===== src/design/cfs_map.svh =====
/*
  Constants of the card file selection and cyclic record block:
  file table, record geometry, status words, pointer codes.
  Assumes nothing; definitions only.
*/
`ifndef CFS_MAP_SVH
`define CFS_MAP_SVH
`define CFS_NREC 4'h8
`define CFS_REC_BYTES 16'h0004
`define CFS_REC_BITS 32
`define CFS_NFILE 8
`define CFS_PTR_UNSET 4'h0
`define CFS_REC_FIRST 4'h1
`define CFS_IDX_MF 3'h0
`define CFS_IDX_ADF 3'h1
`define CFS_IDX_DFA 3'h2
`define CFS_IDX_DFB 3'h3
`define CFS_IDX_EFA 3'h4
`define CFS_IDX_EFB 3'h5
`define CFS_IDX_EFC 3'h6
`define CFS_IDX_LOG 3'h7
`define CFS_FID_MF 16'h3f00
`define CFS_FID_ADF 16'h7f01
`define CFS_FID_DFA 16'h7f10
`define CFS_FID_DFB 16'h5f3a
`define CFS_FID_EFA 16'h2fe2
`define CFS_FID_EFB 16'h6f3a
`define CFS_FID_EFC 16'h6fad
`define CFS_FID_LOG 16'h6f80
`define CFS_FID_ALIAS 16'h7fff
`define CFS_SFI_NONE 5'h00
`define CFS_SFI_EFA 5'h02
`define CFS_SFI_EFB 5'h01
`define CFS_SFI_EFC 5'h03
`define CFS_SFI_LOG 5'h04
`define CFS_TAG_DESC 8'h82
`define CFS_SW_OK 16'h9000
`define CFS_SW_BAD_STRUCT 16'h6981
`define CFS_SW_COND 16'h6985
`define CFS_SW_NO_EF 16'h6986
`define CFS_SW_NOT_FOUND 16'h6a82
`define CFS_SW_NO_REC 16'h6a83
`define CFS_SW_BAD_INS 16'h6d00
`endif


===== src/design/cfs_pkg.sv =====
/*
  Types and file table lookups of the card file selection block.
  Assumes cfs_map.svh is on the include path.
*/
`include "cfs_map.svh"
package cfs_pkg;
  typedef enum logic [2:0] {
    CFS_OP_SELECT, CFS_OP_READ_REC, CFS_OP_UPDATE_REC,
    CFS_OP_READ_BIN, CFS_OP_APP, CFS_OP_STATUS
  } cfs_op_t;
  typedef enum logic [1:0] {CFS_MODE_NEXT, CFS_MODE_PREV, CFS_MODE_CURR, CFS_MODE_ABS} cfs_mode_t;
  typedef enum logic [1:0] {CFS_KIND_DIR, CFS_KIND_BIN, CFS_KIND_CYC} cfs_kind_t;
  typedef enum logic {CFS_IDLE, CFS_RESP} cfs_state_t;
  typedef struct packed {
    cfs_op_t op;
    cfs_mode_t mode;
    logic [7:0] rec_num;
    logic [15:0] file_identifier;
    logic [2:0] app_dir;
    logic [`CFS_REC_BITS-1:0] wdata;
  } cfs_cmd_t;
  typedef struct packed {
    logic [15:0] sw;
    logic [`CFS_REC_BITS-1:0] data;
    logic [7:0] desc_tag;
    logic [15:0] rec_len;
    logic [7:0] rec_cnt;
    logic [15:0] file_identifier;
    logic [4:0] short_file_number;
  } cfs_rsp_t;

  function automatic logic [15:0] cfs_fid(input logic [2:0] idx);
    case (idx)
      `CFS_IDX_MF: cfs_fid = `CFS_FID_MF;
      `CFS_IDX_ADF: cfs_fid = `CFS_FID_ADF;
      `CFS_IDX_DFA: cfs_fid = `CFS_FID_DFA;
      `CFS_IDX_DFB: cfs_fid = `CFS_FID_DFB;
      `CFS_IDX_EFA: cfs_fid = `CFS_FID_EFA;
      `CFS_IDX_EFB: cfs_fid = `CFS_FID_EFB;
      `CFS_IDX_EFC: cfs_fid = `CFS_FID_EFC;
      default: cfs_fid = `CFS_FID_LOG;
    endcase
  endfunction

  function automatic logic [2:0] cfs_parent(input logic [2:0] idx);
    case (idx)
      `CFS_IDX_DFB, `CFS_IDX_EFB: cfs_parent = `CFS_IDX_DFA;
      `CFS_IDX_EFC, `CFS_IDX_LOG: cfs_parent = `CFS_IDX_ADF;
      default: cfs_parent = `CFS_IDX_MF;
    endcase
  endfunction

  function automatic cfs_kind_t cfs_kind(input logic [2:0] idx);
    case (idx)
      `CFS_IDX_EFA, `CFS_IDX_EFB, `CFS_IDX_EFC: cfs_kind = CFS_KIND_BIN;
      `CFS_IDX_LOG: cfs_kind = CFS_KIND_CYC;
      default: cfs_kind = CFS_KIND_DIR;
    endcase
  endfunction

  function automatic logic [4:0] cfs_sfi(input logic [2:0] idx);
    case (idx)
      `CFS_IDX_EFA: cfs_sfi = `CFS_SFI_EFA;
      `CFS_IDX_EFB: cfs_sfi = `CFS_SFI_EFB;
      `CFS_IDX_EFC: cfs_sfi = `CFS_SFI_EFC;
      `CFS_IDX_LOG: cfs_sfi = `CFS_SFI_LOG;
      default: cfs_sfi = `CFS_SFI_NONE;
    endcase
  endfunction
endpackage


===== src/design/cfs_ring.sv =====
/*
  Cyclic record store: record pointer, age-ordered ring of records.
  Assumes strobes come from the same clock, at most one per cycle.
*/
`timescale 1ns/1ps
`include "cfs_map.svh"
module cfs_ring (
  input wire logic clock_i,
  input wire logic arst_n_i,
  input wire logic rd_i,
  input wire logic wr_i,
  input wire logic rewind_i,
  input wire cfs_pkg::cfs_mode_t mode_i,
  input wire logic [7:0] rec_num_i,
  input wire logic [`CFS_REC_BITS-1:0] wdata_i,
  output logic found_o,
  output logic mode_ok_o,
  output logic [`CFS_REC_BITS-1:0] rdata_o
);
  logic [`CFS_REC_BITS-1:0] mem_q [`CFS_NREC];
  logic [2:0] head_q;
  logic [2:0] head_new;
  logic [3:0] ptr_q;
  logic [3:0] tgt;
  logic [3:0] sum;
  logic [2:0] slot;
  logic wr_ok;

  function automatic logic [3:0] step_fwd(input logic [3:0] p);
    step_fwd = (p == `CFS_PTR_UNSET || p == `CFS_NREC) ? `CFS_REC_FIRST : p + `CFS_REC_FIRST;
  endfunction

  function automatic logic [3:0] step_back(input logic [3:0] p);
    step_back = (p == `CFS_PTR_UNSET || p == `CFS_REC_FIRST) ? `CFS_NREC : p - `CFS_REC_FIRST;
  endfunction

  always_comb begin
    case (mode_i)
      cfs_pkg::CFS_MODE_NEXT: tgt = step_fwd(ptr_q);
      cfs_pkg::CFS_MODE_PREV: tgt = step_back(ptr_q);
      cfs_pkg::CFS_MODE_CURR: tgt = ptr_q;
      default: tgt = (rec_num_i <= {4'h0, `CFS_NREC}) ? rec_num_i[3:0] : `CFS_PTR_UNSET;
    endcase
  end

  assign found_o = (tgt != `CFS_PTR_UNSET);
  assign mode_ok_o = (mode_i == cfs_pkg::CFS_MODE_PREV);
  assign wr_ok = wr_i && mode_ok_o;
  // record k lives k-1 slots after the newest one
  assign sum = {1'b0, head_q} + tgt - `CFS_REC_FIRST;
  assign slot = (sum >= `CFS_NREC) ? 3'(sum - `CFS_NREC) : sum[2:0];
  assign rdata_o = mem_q[slot];
  assign head_new = (head_q == 3'h0) ? 3'(`CFS_NREC - `CFS_REC_FIRST) : head_q - 3'h1;

  always_ff @(posedge clock_i or negedge arst_n_i) begin
    if (!arst_n_i) begin
      ptr_q <= `CFS_PTR_UNSET;
    end else if (rewind_i) begin
      ptr_q <= `CFS_PTR_UNSET;
    end else if (rd_i && found_o && mode_i != cfs_pkg::CFS_MODE_ABS) begin
      ptr_q <= tgt; // failed reads keep the pointer
    end else if (wr_ok) begin
      ptr_q <= `CFS_REC_FIRST;
    end
  end

  always_ff @(posedge clock_i or negedge arst_n_i) begin
    if (!arst_n_i) begin
      head_q <= 3'h0;
    end else if (wr_ok) begin
      head_q <= head_new; // oldest slot becomes record 1
    end
  end

  // fixed count of fixed-length records
  for (genvar k = 0; k < `CFS_NREC; k++) begin : g_slot
    always_ff @(posedge clock_i or negedge arst_n_i) begin
      if (!arst_n_i) begin
        mem_q[k] <= {4{8'(k + 1)}};
      end else if (wr_ok && head_new == 3'(k)) begin
        mem_q[k] <= wdata_i;
      end
    end
  end
endmodule


===== src/design/cfs_dir.sv =====
/*
  File identifier lookup, limited to files reachable from the
  present selection, except alias 7fff, which always hits the ADF. Assumes the static table has unique names.
*/
`timescale 1ns/1ps
`include "cfs_map.svh"
module cfs_dir (
  input wire logic [15:0] fid_i,
  input wire logic [2:0] cur_dir_i,
  input wire logic [2:0] last_i,
  output logic hit_o,
  output logic [2:0] idx_o
);
  logic [`CFS_NFILE-1:0] reach;
  logic [2:0] up;

  assign up = cfs_pkg::cfs_parent(cur_dir_i);

  for (genvar k = 0; k < `CFS_NFILE; k++) begin : g_ent
    localparam logic [2:0] K = 3'(k);
    assign reach[k] = (cfs_pkg::cfs_fid(K) == fid_i) && (
      (cfs_pkg::cfs_parent(K) == cur_dir_i && K != `CFS_IDX_MF) ||
      (cfs_pkg::cfs_kind(K) == cfs_pkg::CFS_KIND_DIR && cfs_pkg::cfs_parent(K) == up) ||
      K == up || K == cur_dir_i || K == `CFS_IDX_MF || K == last_i);
  end

  always_comb begin
    hit_o = 1'b0;
    idx_o = `CFS_IDX_MF;
    if (fid_i == `CFS_FID_ALIAS) begin
      hit_o = 1'b1;
      idx_o = `CFS_IDX_ADF;
    end else begin
      // names are unique in reach, so first match is the only one
      for (int k = 0; k < `CFS_NFILE; k++) begin
        if (reach[k] && !hit_o) begin
          hit_o = 1'b1;
          idx_o = 3'(k);
        end
      end
    end
  end
endmodule


===== src/design/cfs_top.sv =====
/*
  Command interpreter of a smart card file system: selection state,
  record and binary access, application command gating.
  Assumes commands arrive on the block clock with a valid/ready
  handshake and that the file table is fixed at build time.
*/
// Operation
// - cyclic file has fixed record count, length
// - next from last record wraps to 1
// - previous from record 1 wraps to last
// - newest record is 1, oldest is n
// - cyclic update only previous mode, else 6981
// - reads support next, previous, current, absolute
// - failed command leaves record pointer unchanged
// - unset pointer: next gives 1, previous last
// - select reports record length in descriptor
// - previous after update returns old second-last
// - file identifier fixed at creation, used selecting
// - no duplicate identifiers under one parent
// - nearby directories' children have distinct identifiers
// - short file numbers unique under one parent
// - application names unique across the card
// - 7fff aliases the active application directory
// - directory selection sets current directory
// - directory selection clears current elementary file
// - elementary selection keeps parent as directory
// - application command only for current directory
// - reachable set from last selected file
// - reselecting last selected file succeeds
// - binary read without current file gives 6986
// - success ends with status 9000
`timescale 1ns/1ps
`include "cfs_map.svh"
module cfs_top (
  input wire logic clock_i,
  input wire logic arst_n_i,
  input wire logic cmd_valid_i,
  input wire cfs_pkg::cfs_cmd_t cmd_i,
  output logic cmd_ready_o,
  output logic rsp_valid_o,
  output cfs_pkg::cfs_rsp_t rsp_o,
  output logic [2:0] cur_dir_o,
  output logic cur_ef_valid_o,
  output logic [2:0] cur_ef_o
);
  cfs_pkg::cfs_state_t state_q;
  cfs_pkg::cfs_rsp_t rsp_q;
  cfs_pkg::cfs_rsp_t rsp_d;
  logic [2:0] cur_dir_q;
  logic [2:0] cur_ef_q;
  logic ef_valid_q;
  logic [2:0] last_q;
  logic take;
  logic sel_hit;
  logic [2:0] sel_idx;
  cfs_pkg::cfs_kind_t sel_kind;
  cfs_pkg::cfs_kind_t ef_kind;
  logic on_cyclic;
  logic ring_rd;
  logic ring_wr;
  logic ring_rewind;
  logic ring_found;
  logic ring_mode_ok;
  logic [`CFS_REC_BITS-1:0] ring_rdata;

  // record commands only reach the ring when a cyclic file is current
  function automatic logic is_op(input cfs_pkg::cfs_op_t got, input cfs_pkg::cfs_op_t want);
    is_op = (got == want);
  endfunction

  assign take = cmd_valid_i && (state_q == cfs_pkg::CFS_IDLE);
  assign cmd_ready_o = (state_q == cfs_pkg::CFS_IDLE);
  assign rsp_valid_o = (state_q == cfs_pkg::CFS_RESP);
  assign rsp_o = rsp_q;
  assign cur_dir_o = cur_dir_q;
  assign cur_ef_valid_o = ef_valid_q;
  assign cur_ef_o = cur_ef_q;

  assign sel_kind = cfs_pkg::cfs_kind(sel_idx);
  assign ef_kind = cfs_pkg::cfs_kind(cur_ef_q);
  assign on_cyclic = ef_valid_q && (ef_kind == cfs_pkg::CFS_KIND_CYC);

  assign ring_rd = take && on_cyclic && is_op(cmd_i.op, cfs_pkg::CFS_OP_READ_REC);
  assign ring_wr = take && on_cyclic && is_op(cmd_i.op, cfs_pkg::CFS_OP_UPDATE_REC);
  assign ring_rewind = take && is_op(cmd_i.op, cfs_pkg::CFS_OP_SELECT) && sel_hit &&
                       sel_kind == cfs_pkg::CFS_KIND_CYC;

  cfs_dir u_dir (
    .fid_i(cmd_i.file_identifier),
    .cur_dir_i(cur_dir_q),
    .last_i(last_q),
    .hit_o(sel_hit),
    .idx_o(sel_idx)
  );

  cfs_ring u_ring (
    .clock_i(clock_i),
    .arst_n_i(arst_n_i),
    .rd_i(ring_rd),
    .wr_i(ring_wr),
    .rewind_i(ring_rewind),
    .mode_i(cmd_i.mode),
    .rec_num_i(cmd_i.rec_num),
    .wdata_i(cmd_i.wdata),
    .found_o(ring_found),
    .mode_ok_o(ring_mode_ok),
    .rdata_o(ring_rdata)
  );

  // one command in flight: response one cycle after take
  always_ff @(posedge clock_i or negedge arst_n_i) begin
    if (!arst_n_i) begin
      state_q <= cfs_pkg::CFS_IDLE;
    end else begin
      case (state_q)
        cfs_pkg::CFS_IDLE: begin
          if (cmd_valid_i) begin
            state_q <= cfs_pkg::CFS_RESP;
          end
        end
        default: begin
          state_q <= cfs_pkg::CFS_IDLE;
        end
      endcase
    end
  end

  always_comb begin
    rsp_d = '0;
    rsp_d.sw = `CFS_SW_OK;
    case (cmd_i.op)
      cfs_pkg::CFS_OP_SELECT: begin
        if (!sel_hit) begin
          rsp_d.sw = `CFS_SW_NOT_FOUND;
        end else begin
          rsp_d.file_identifier = cfs_pkg::cfs_fid(sel_idx);
          rsp_d.short_file_number = cfs_pkg::cfs_sfi(sel_idx);
          rsp_d.desc_tag = `CFS_TAG_DESC;
          if (sel_kind == cfs_pkg::CFS_KIND_CYC) begin
            rsp_d.rec_len = `CFS_REC_BYTES; // descriptor bytes 5 and 6
            rsp_d.rec_cnt = {4'h0, `CFS_NREC};
          end
        end
      end
      cfs_pkg::CFS_OP_READ_REC: begin
        if (!ef_valid_q) begin
          rsp_d.sw = `CFS_SW_NO_EF;
        end else if (!on_cyclic) begin
          rsp_d.sw = `CFS_SW_BAD_STRUCT;
        end else if (!ring_found) begin
          rsp_d.sw = `CFS_SW_NO_REC;
        end else begin
          rsp_d.data = ring_rdata;
        end
      end
      cfs_pkg::CFS_OP_UPDATE_REC: begin
        if (!ef_valid_q) begin
          rsp_d.sw = `CFS_SW_NO_EF;
        end else if (!on_cyclic || !ring_mode_ok) begin
          rsp_d.sw = `CFS_SW_BAD_STRUCT;
        end
      end
      cfs_pkg::CFS_OP_READ_BIN: begin
        if (!ef_valid_q) begin
          rsp_d.sw = `CFS_SW_NO_EF;
        end else if (ef_kind != cfs_pkg::CFS_KIND_BIN) begin
          rsp_d.sw = `CFS_SW_BAD_STRUCT;
        end else begin
          rsp_d.data = {16'h0000, cfs_pkg::cfs_fid(cur_ef_q)};
        end
      end
      cfs_pkg::CFS_OP_APP: begin
        if (cmd_i.app_dir != cur_dir_q) begin
          rsp_d.sw = `CFS_SW_COND;
        end
      end
      cfs_pkg::CFS_OP_STATUS: begin
        rsp_d.file_identifier = cfs_pkg::cfs_fid(cur_dir_q);
        rsp_d.desc_tag = `CFS_TAG_DESC;
      end
      default: begin
        rsp_d.sw = `CFS_SW_BAD_INS;
      end
    endcase
  end

  always_ff @(posedge clock_i or negedge arst_n_i) begin
    if (!arst_n_i) begin
      rsp_q <= '0;
    end else if (take) begin
      rsp_q <= rsp_d;
    end
  end

  always_ff @(posedge clock_i or negedge arst_n_i) begin
    if (!arst_n_i) begin
      cur_dir_q <= `CFS_IDX_MF;
    end else if (take && is_op(cmd_i.op, cfs_pkg::CFS_OP_SELECT) && sel_hit) begin
      if (sel_kind == cfs_pkg::CFS_KIND_DIR) begin
        cur_dir_q <= sel_idx;
      end else begin
        cur_dir_q <= cfs_pkg::cfs_parent(sel_idx);
      end
    end
  end

  always_ff @(posedge clock_i or negedge arst_n_i) begin
    if (!arst_n_i) begin
      ef_valid_q <= 1'b0;
      cur_ef_q <= `CFS_IDX_MF;
    end else if (take && is_op(cmd_i.op, cfs_pkg::CFS_OP_SELECT) && sel_hit) begin
      if (sel_kind == cfs_pkg::CFS_KIND_DIR) begin
        ef_valid_q <= 1'b0;
      end else begin
        ef_valid_q <= 1'b1;
        cur_ef_q <= sel_idx;
      end
    end
  end

  always_ff @(posedge clock_i or negedge arst_n_i) begin
    if (!arst_n_i) begin
      last_q <= `CFS_IDX_MF;
    end else if (take && is_op(cmd_i.op, cfs_pkg::CFS_OP_SELECT) && sel_hit) begin
      last_q <= sel_idx;
    end
  end
endmodule


===== config.mk =====
export PLATFORM = sky130hd
export DESIGN_NAME = cfs_top
export DESIGN_NICKNAME = d
export VERILOG_FILES = /design/src/design/cfs_pkg.sv /design/src/design/cfs_ring.sv /design/src/design/cfs_dir.sv /design/src/design/cfs_top.sv
export VERILOG_INCLUDE_DIRS = /design/src /design/src/design
export SDC_FILE = /design/constraint.sdc
export NUM_CORES = 1
export LEC_CHECK = 0
export ABC_CLOCK_PERIOD_IN_PS = 4300
export BUFFER_PORTS_ARGS = -buffer_cell sky130_fd_sc_hd__buf_2
export CORE_ASPECT_RATIO = 1.4
export CORE_UTILIZATION = 30
export DETAILED_ROUTE_END_ITERATION = 12
export MAX_ROUTING_LAYER = met4
export PLACE_DENSITY_LB_ADDON = 0.05
export SYNTH_ARGS = -nofsm -noshare
export SYNTH_HDL_FRONTEND = slang
export SYNTH_HIERARCHICAL = 1
export SYNTH_SLANG_ARGS = --single-unit

===== constraint.sdc =====
create_clock -name clock_i -period 4.3 [get_ports clock_i]
set_clock_uncertainty 0.2 [all_clocks]
set_input_delay 0.215 -clock clock_i [delete_from_list [all_inputs] [get_ports clock_i]]
set_output_delay 0.215 -clock clock_i [all_outputs]
set_load 0.01 [all_outputs]

==> results of run 1 <==
final timing paths:
path	slack (ns)	end
setup / recovery	0.32	rsp_o[83]
setup reg to reg	0.32	rsp_o[83]
hold reg to reg	0.27	rsp_o[2]
min in group clock_i	0.09	u_ring/ptr_q[0]
hold / removal	0.03	u_ring/mem_q[250]
max in group asynchronous	2.73	u_ring/mem_q[176]
cells in the final DEF (no fill, tap or decap), types with 14 or more instances in the layout:
cell type and count:
dfrtp_1 279, o21ai_0 21, clkbuf_16 40, inv_1 14, buf_4 26, mux4_2 64
conb_1 35, nor3_1 17, mux2_4 30, dfstp_2 52, a22o_1 27, nor2_1 26
dlygate4sd3_1 35, nand2_1 59, buf_2 140, a21oi_1 24, mux2_2 265
power by group:
group | switching (mW) | leakage (nW) | internal, mW
Clock | 1.35 | 0.620 | 1.95
Sequential | 0.0124 | 4.40 | 3.14
Combinational | 0.562 | 4.16 | 0.361
metal layers:
layer / up-vias / part of all wire / GRT usage / wire length [um]
met5: - / 0 / - / 0
met4: 0 / 0.022 / 0.0457 / 985
met3: 57 / 0.032 / 0.0251 / 1410
met2: 187 / 0.51 / 0.287 / 22400
met1: 5286 / 0.44 / 0.213 / 19400
li1: 4591 / - / - / -
flip-flops by register name (all words and copies together), names as in the netlist:
name            flops
u_ring/mem_q      256
rsp_o              57
u_ring/ptr_q        4
cur_dir_o           3
cur_ef_o            3
last_q              3
u_ring/head_q       3
cur_ef_valid_o      1
rsp_valid_o         1
worst max-delay path: cells and delay by family (launching register included):
family                   cells  cell delay (ns)
multiplexers                 1             0.33
flip-flops                   1             0.51
AND/OR/NAND/NOR              2             0.39
adder cells (fa/ha/maj)      3             0.69
XOR/XNOR                     3             0.68
AO/OA/AOI/OAI                2             0.47
buffers and inverters        4             0.57
cells by family after synthesis:
group | count (synthesis) | synth area share
AO/OA/AOI/OAI | 127 | 0.0552
XOR/XNOR | 12 | 0.00765
adder cells (fa/ha/maj) | 12 | 0.00927
buffers and inverters | 130 | 0.0440
flip-flops | 331 | 0.515
multiplexers | 361 | 0.302
other | 1 | 0.000232
AND/OR/NAND/NOR | 193 | 0.0658
through the flow:
step	power [mW]	hold WS (ns)	cell area, sq um	std cells	worst slack [ns]
2_1_floorplan	3.78	-0.281	16300	1201	0.306
3_3_place_gp	4.13	0.102	17700	1976	0.272
3_5_place_dp	4.13	0.101	17700	1976	0.208
4_1_cts	7.55	0.0741	19300	2080	0.297
5_1_grt	7.72	0.0947	19300	2080	0.0186
6_report	7.37	0.0291	19300	2080	0.317
repair_timing:
action / in CTS / in global routing
buffers inserted: 0 / 0
hold buffers: 35 / 0
endpoints found under the hold margin: 347 / 0
cell type report:
class                           count  area, sq um
Multi-Input combinational cell    740         7320
Timing Repair Buffer              211         1440
Tap cell                          714          893
Sequential cell                   331         8350
Fill cell                        5297        34000
Clock inverter                      7         87.6
Inverter                           15         56.3
Clock buffer                       62         1180
==> impl_metrics.toml, run 1 <==
[synthesis]
synth_edf_count = 0
yosys-top-cells-count = "279 x dfrtp_1, 265 x mux2_2, 64 x mux4_2"
syn_avg_cell_area_sq_um = 13.9
synth_area_leaders = "dfrtp_1 43%, mux2_2 18%, mux4_2 8.9%"
synth_top_cell_area_share = 0.431
yosys_most_used_dff = "dfrtp_1"
yosysTopAreaCell = "dfrtp_1"
synthCells = 1167
yosys.cell_count.top_type = "dfrtp_1"
synthArstFlopShare = 1.00
synth_warnings = 6
synth.ff_latch_count = 331
ys_seq_area_frac = 0.515
synth.distinct_cells = 78
syn_area_sq_mm = 0.0162

[global_route]
grt_pass1_wl_um = 68600
antenna_found_initial = 0
grt_max_degree = 90
grt_pass1_vias = 11000
track_usage = 0.171
grt_overflow = 0

[placement]
portBuffers = 141
finalWeightedCongestion = 0.753
dpl.hpwl_um = 27900

[worst_setup_path]
crit_arrival_ns = 4.21
end_kind = "register"
slowest_delay_ns = 0.51
worstSetupStartpointType = "register"
path_class = "register to register"
cp.required_ns = 4.53
timing.rr.start = "u_ring/ptr_q[0]"
cp_slowest_cell = "dfrtp_1"
crit_chain = "inv_1, ha_1, or2_2, nand2_1, a311o_1, inv_1, ha_1, inv_1, ha_4, xnor2_1, xnor2_1, xnor2_4, buf_4, mux2_4, a22o_1"
worst-path-max-fanout = 11
crit_path_frequent_cell = "inv_1"
worstSetupStartpoint = "u_ring/ptr_q[0]"
reg2reg_depth = 15

[worst_hold_path]
hold_class = "input pin to asynchronous set/reset pin"

[sta]
slew_violations = 0
tns_ns = 0
final_hold_viol_count = 0
tightest_slew_ns = 1.04
period_minus_slack_ns = 3.98
rsz0062_at_grt = "false"
final-setup-viol-count = 0
fmax_ghz = 0.251
fin_crit_sh = 0.926
slew_headroom = 0.304

[finish]
layout-drive-gt1-share = 0.488
post-route-util = 0.363
syn_to_final_growth_pct = 19.4
num_antenna_cells = 0
nets = 1416

[floorplanning]
fp-row-count = 100
io_pins = 177
dieHeight_um = 277
core_area_sq_mm = 0.0533
start_util = 0.304
dieArea_sq_mm = 0.0549
fp.dieW_um = 198

[route]
first_pass_iters = 4
drt-total-wl_um = 44200
antenna_left = 0
vias = 10100
drc = 0
vias_per_cell = 4.87
wire_per_inst_um = 21.3
drtIter0Drc = 385

[power]
peakVddDrop_v = 0.000269
power_density_mw_per_mm2 = 381
power_leakage_nw = 9.18

[cts]
clockBufferDepth = 3
cts-root-buf = "clkbuf_16"
clk_pin_slew_ns = 0.06
h-tree-depth = 2
cts_tree = "built"
clock_latency_ns = 0.56
post_cts_resized = 0
clock_sinks = 331
cts_made_buffers = 38

[run_status]
status = "finished, final reports clean"

[run]
cap_violations = 0
Note: power is estimated with default switching activity, not from simulation.
==> run 2: changes to the inputs <==
Settings changed: HOLD_SLACK_MARGIN set to 0.12.
==> impl_metrics.toml, run 2 (same netlist as run 1, synthesis figures left out) <==
[sta]
slew_violations = 0
period_minus_slack_ns = 3.98
final-setup-viol-count = 0
rsz0062_at_grt = "false"
fmax_ghz = 0.251
worst_hold_slack_ns = 0.146
slew_headroom = 0.270
fin_crit_sh = 0.927
tns_ns = 0
final_hold_viol_count = 0
tightest_slew_ns = 1.09

[worst_setup_path]
worstReg2RegEnd = "rsp_o[57]"
crit_chain = "inv_1, ha_1, or2_2, nand2_1, a311o_1, inv_1, ha_1, inv_1, ha_4, xnor2_1, xnor2_1, xnor2_4, buf_12, mux2_4, a22oi_1, o21ai_0"
rrSetupSlack_ns = 0.32
reg2reg_depth = 16
worstSetupStartpointType = "register"
timing.rr.start = "u_ring/ptr_q[0]"
cp_slowest_cell = "dfrtp_1"
worst-path-max-fanout = 20
slowest_delay_ns = 0.51
end_kind = "register"
cp.required_ns = 4.51
cp_top_family = "adder cells"
worstSetupEndpoint = "rsp_o[57]"
cp_num_buf_inv = 4
path_class = "register to register"
crit_arrival_ns = 4.19
worstSetupStartpoint = "u_ring/ptr_q[0]"
crit_path_frequent_cell = "inv_1"
crit_cells = 16

[global_route]
grt_pass1_vias = 11100
grt_max_degree = 79
antenna_found_initial = 0
grt_overflow = 0
grt_pass1_wl_um = 69200
track_usage = 0.172

[route]
drt-total-wl_um = 44500
drtIter0Drc = 391
drc = 0
vias = 10200
first_pass_iters = 5
wire_per_inst_um = 21.3
antenna_left = 0
vias_per_cell = 4.87

[worst_hold_path]
worstHoldStart = "cmd_i[61]"
hold_path_depth = 4
hold_class = "input pin to register"

[floorplanning]
io_pins = 177
start_util = 0.304
core_area_sq_mm = 0.0533
dieHeight_um = 277
dieArea_sq_mm = 0.0549
fp-row-count = 100
fp.dieW_um = 198

[cts]
cts_made_buffers = 38
h-tree-depth = 2
postCtsSetupBuffers = 0
clockBufferDepth = 3
cts-root-buf = "clkbuf_16"
clock_sinks = 331
cts_tree = "built"
clock_latency_ns = 0.56
post_cts_resized = 0
clk_pin_slew_ns = 0.06
postCtsHoldBufs = 42

[power]
power_leakage_nw = 9.23
power_density_mw_per_mm2 = 380
peakVddDrop_v = 0.000269

[finish]
layout-drive-gt1-share = 0.487
syn_to_final_growth_pct = 19.9
nets = 1423
layout_commonest_cell = "dfrtp_1"
fin_area_sq_mm = 0.0194
layout_common_cells = "279 x dfrtp_1, 265 x mux2_2, 140 x buf_2, 64 x mux4_2, 59 x nand2_1"
top_register = "u_ring/mem_q"
largest_reg_flops = 256

[placement]
dpl.hpwl_um = 27900
finalWeightedCongestion = 0.753
placed_area_sq_mm = 0.0177
portBuffers = 141

[run]
cap_violations = 0

[run_status]
status = "finished, final reports clean"
==> run 2: layer usage <==
metal  up-vias  part of all wire  GRT usage
met2       195              0.51      0.290
met3        57             0.032     0.0251
met1      5309              0.44      0.214
met4         0             0.022     0.0457
met5         -                 0          -
li1       4614                 -          -
==> run 2: area by class of cell <==
class | count | area [sq um]
Sequential cell | 331 | 8350
Fill cell | 5287 | 33900
Multi-Input combinational cell | 740 | 7320
Timing Repair Buffer | 218 | 1530
Clock inverter | 7 | 87.6
Clock buffer | 62 | 1180
Antenna cell | 1 | 2.50
Tap cell | 714 | 893
Inverter | 15 | 56.3
==> run 2: how the worst min path moves through the flow <==
stage	end	slack [ns]
3_5_place_dp	u_ring/mem_q[216]	0.10
2_1_floorplan	cur_dir_o[0]	-0.28
6_report	last_q[2]	0.15
4_1_cts	last_q[2]	0.13
3_3_place_gp	u_ring/mem_q[250]	0.10
5_1_grt	last_q[2]	0.17
==> run 2: through the flow <==
stage | std cells | setup slack, ns | utilization | power, mW
final | 2088 | 0.316 | 0.364 | 7.38
after global routing | 2087 | 0.0186 | 0.364 | 7.73
after CTS | 2087 | 0.297 | 0.364 | 7.55
after detailed placement | 1976 | 0.208 | 0.332 | 4.13
after global placement | 1976 | 0.272 | 0.332 | 4.13
after floorplan | 1201 | 0.306 | - | 3.78
==> run 2: power by group <==
part | total [mW] | internal [mW] | switching [mW]
clock | 3.30 | 1.95 | 1.35
combinational | 0.933 | 0.366 | 0.567
sequential | 3.15 | 3.14 | 0.0124
total | 7.38 | 5.45 | 1.93
==> run 2: worst register-to-register path: cells and delay by family (launching register included) <==
family	cells	cell delay, ns
AO/OA/AOI/OAI	3	0.55
XOR/XNOR	3	0.68
adder cells (fa/ha/maj)	3	0.70
buffers and inverters	4	0.51
flip-flops	1	0.51
multiplexers	1	0.32
AND/OR/NAND/NOR	2	0.39
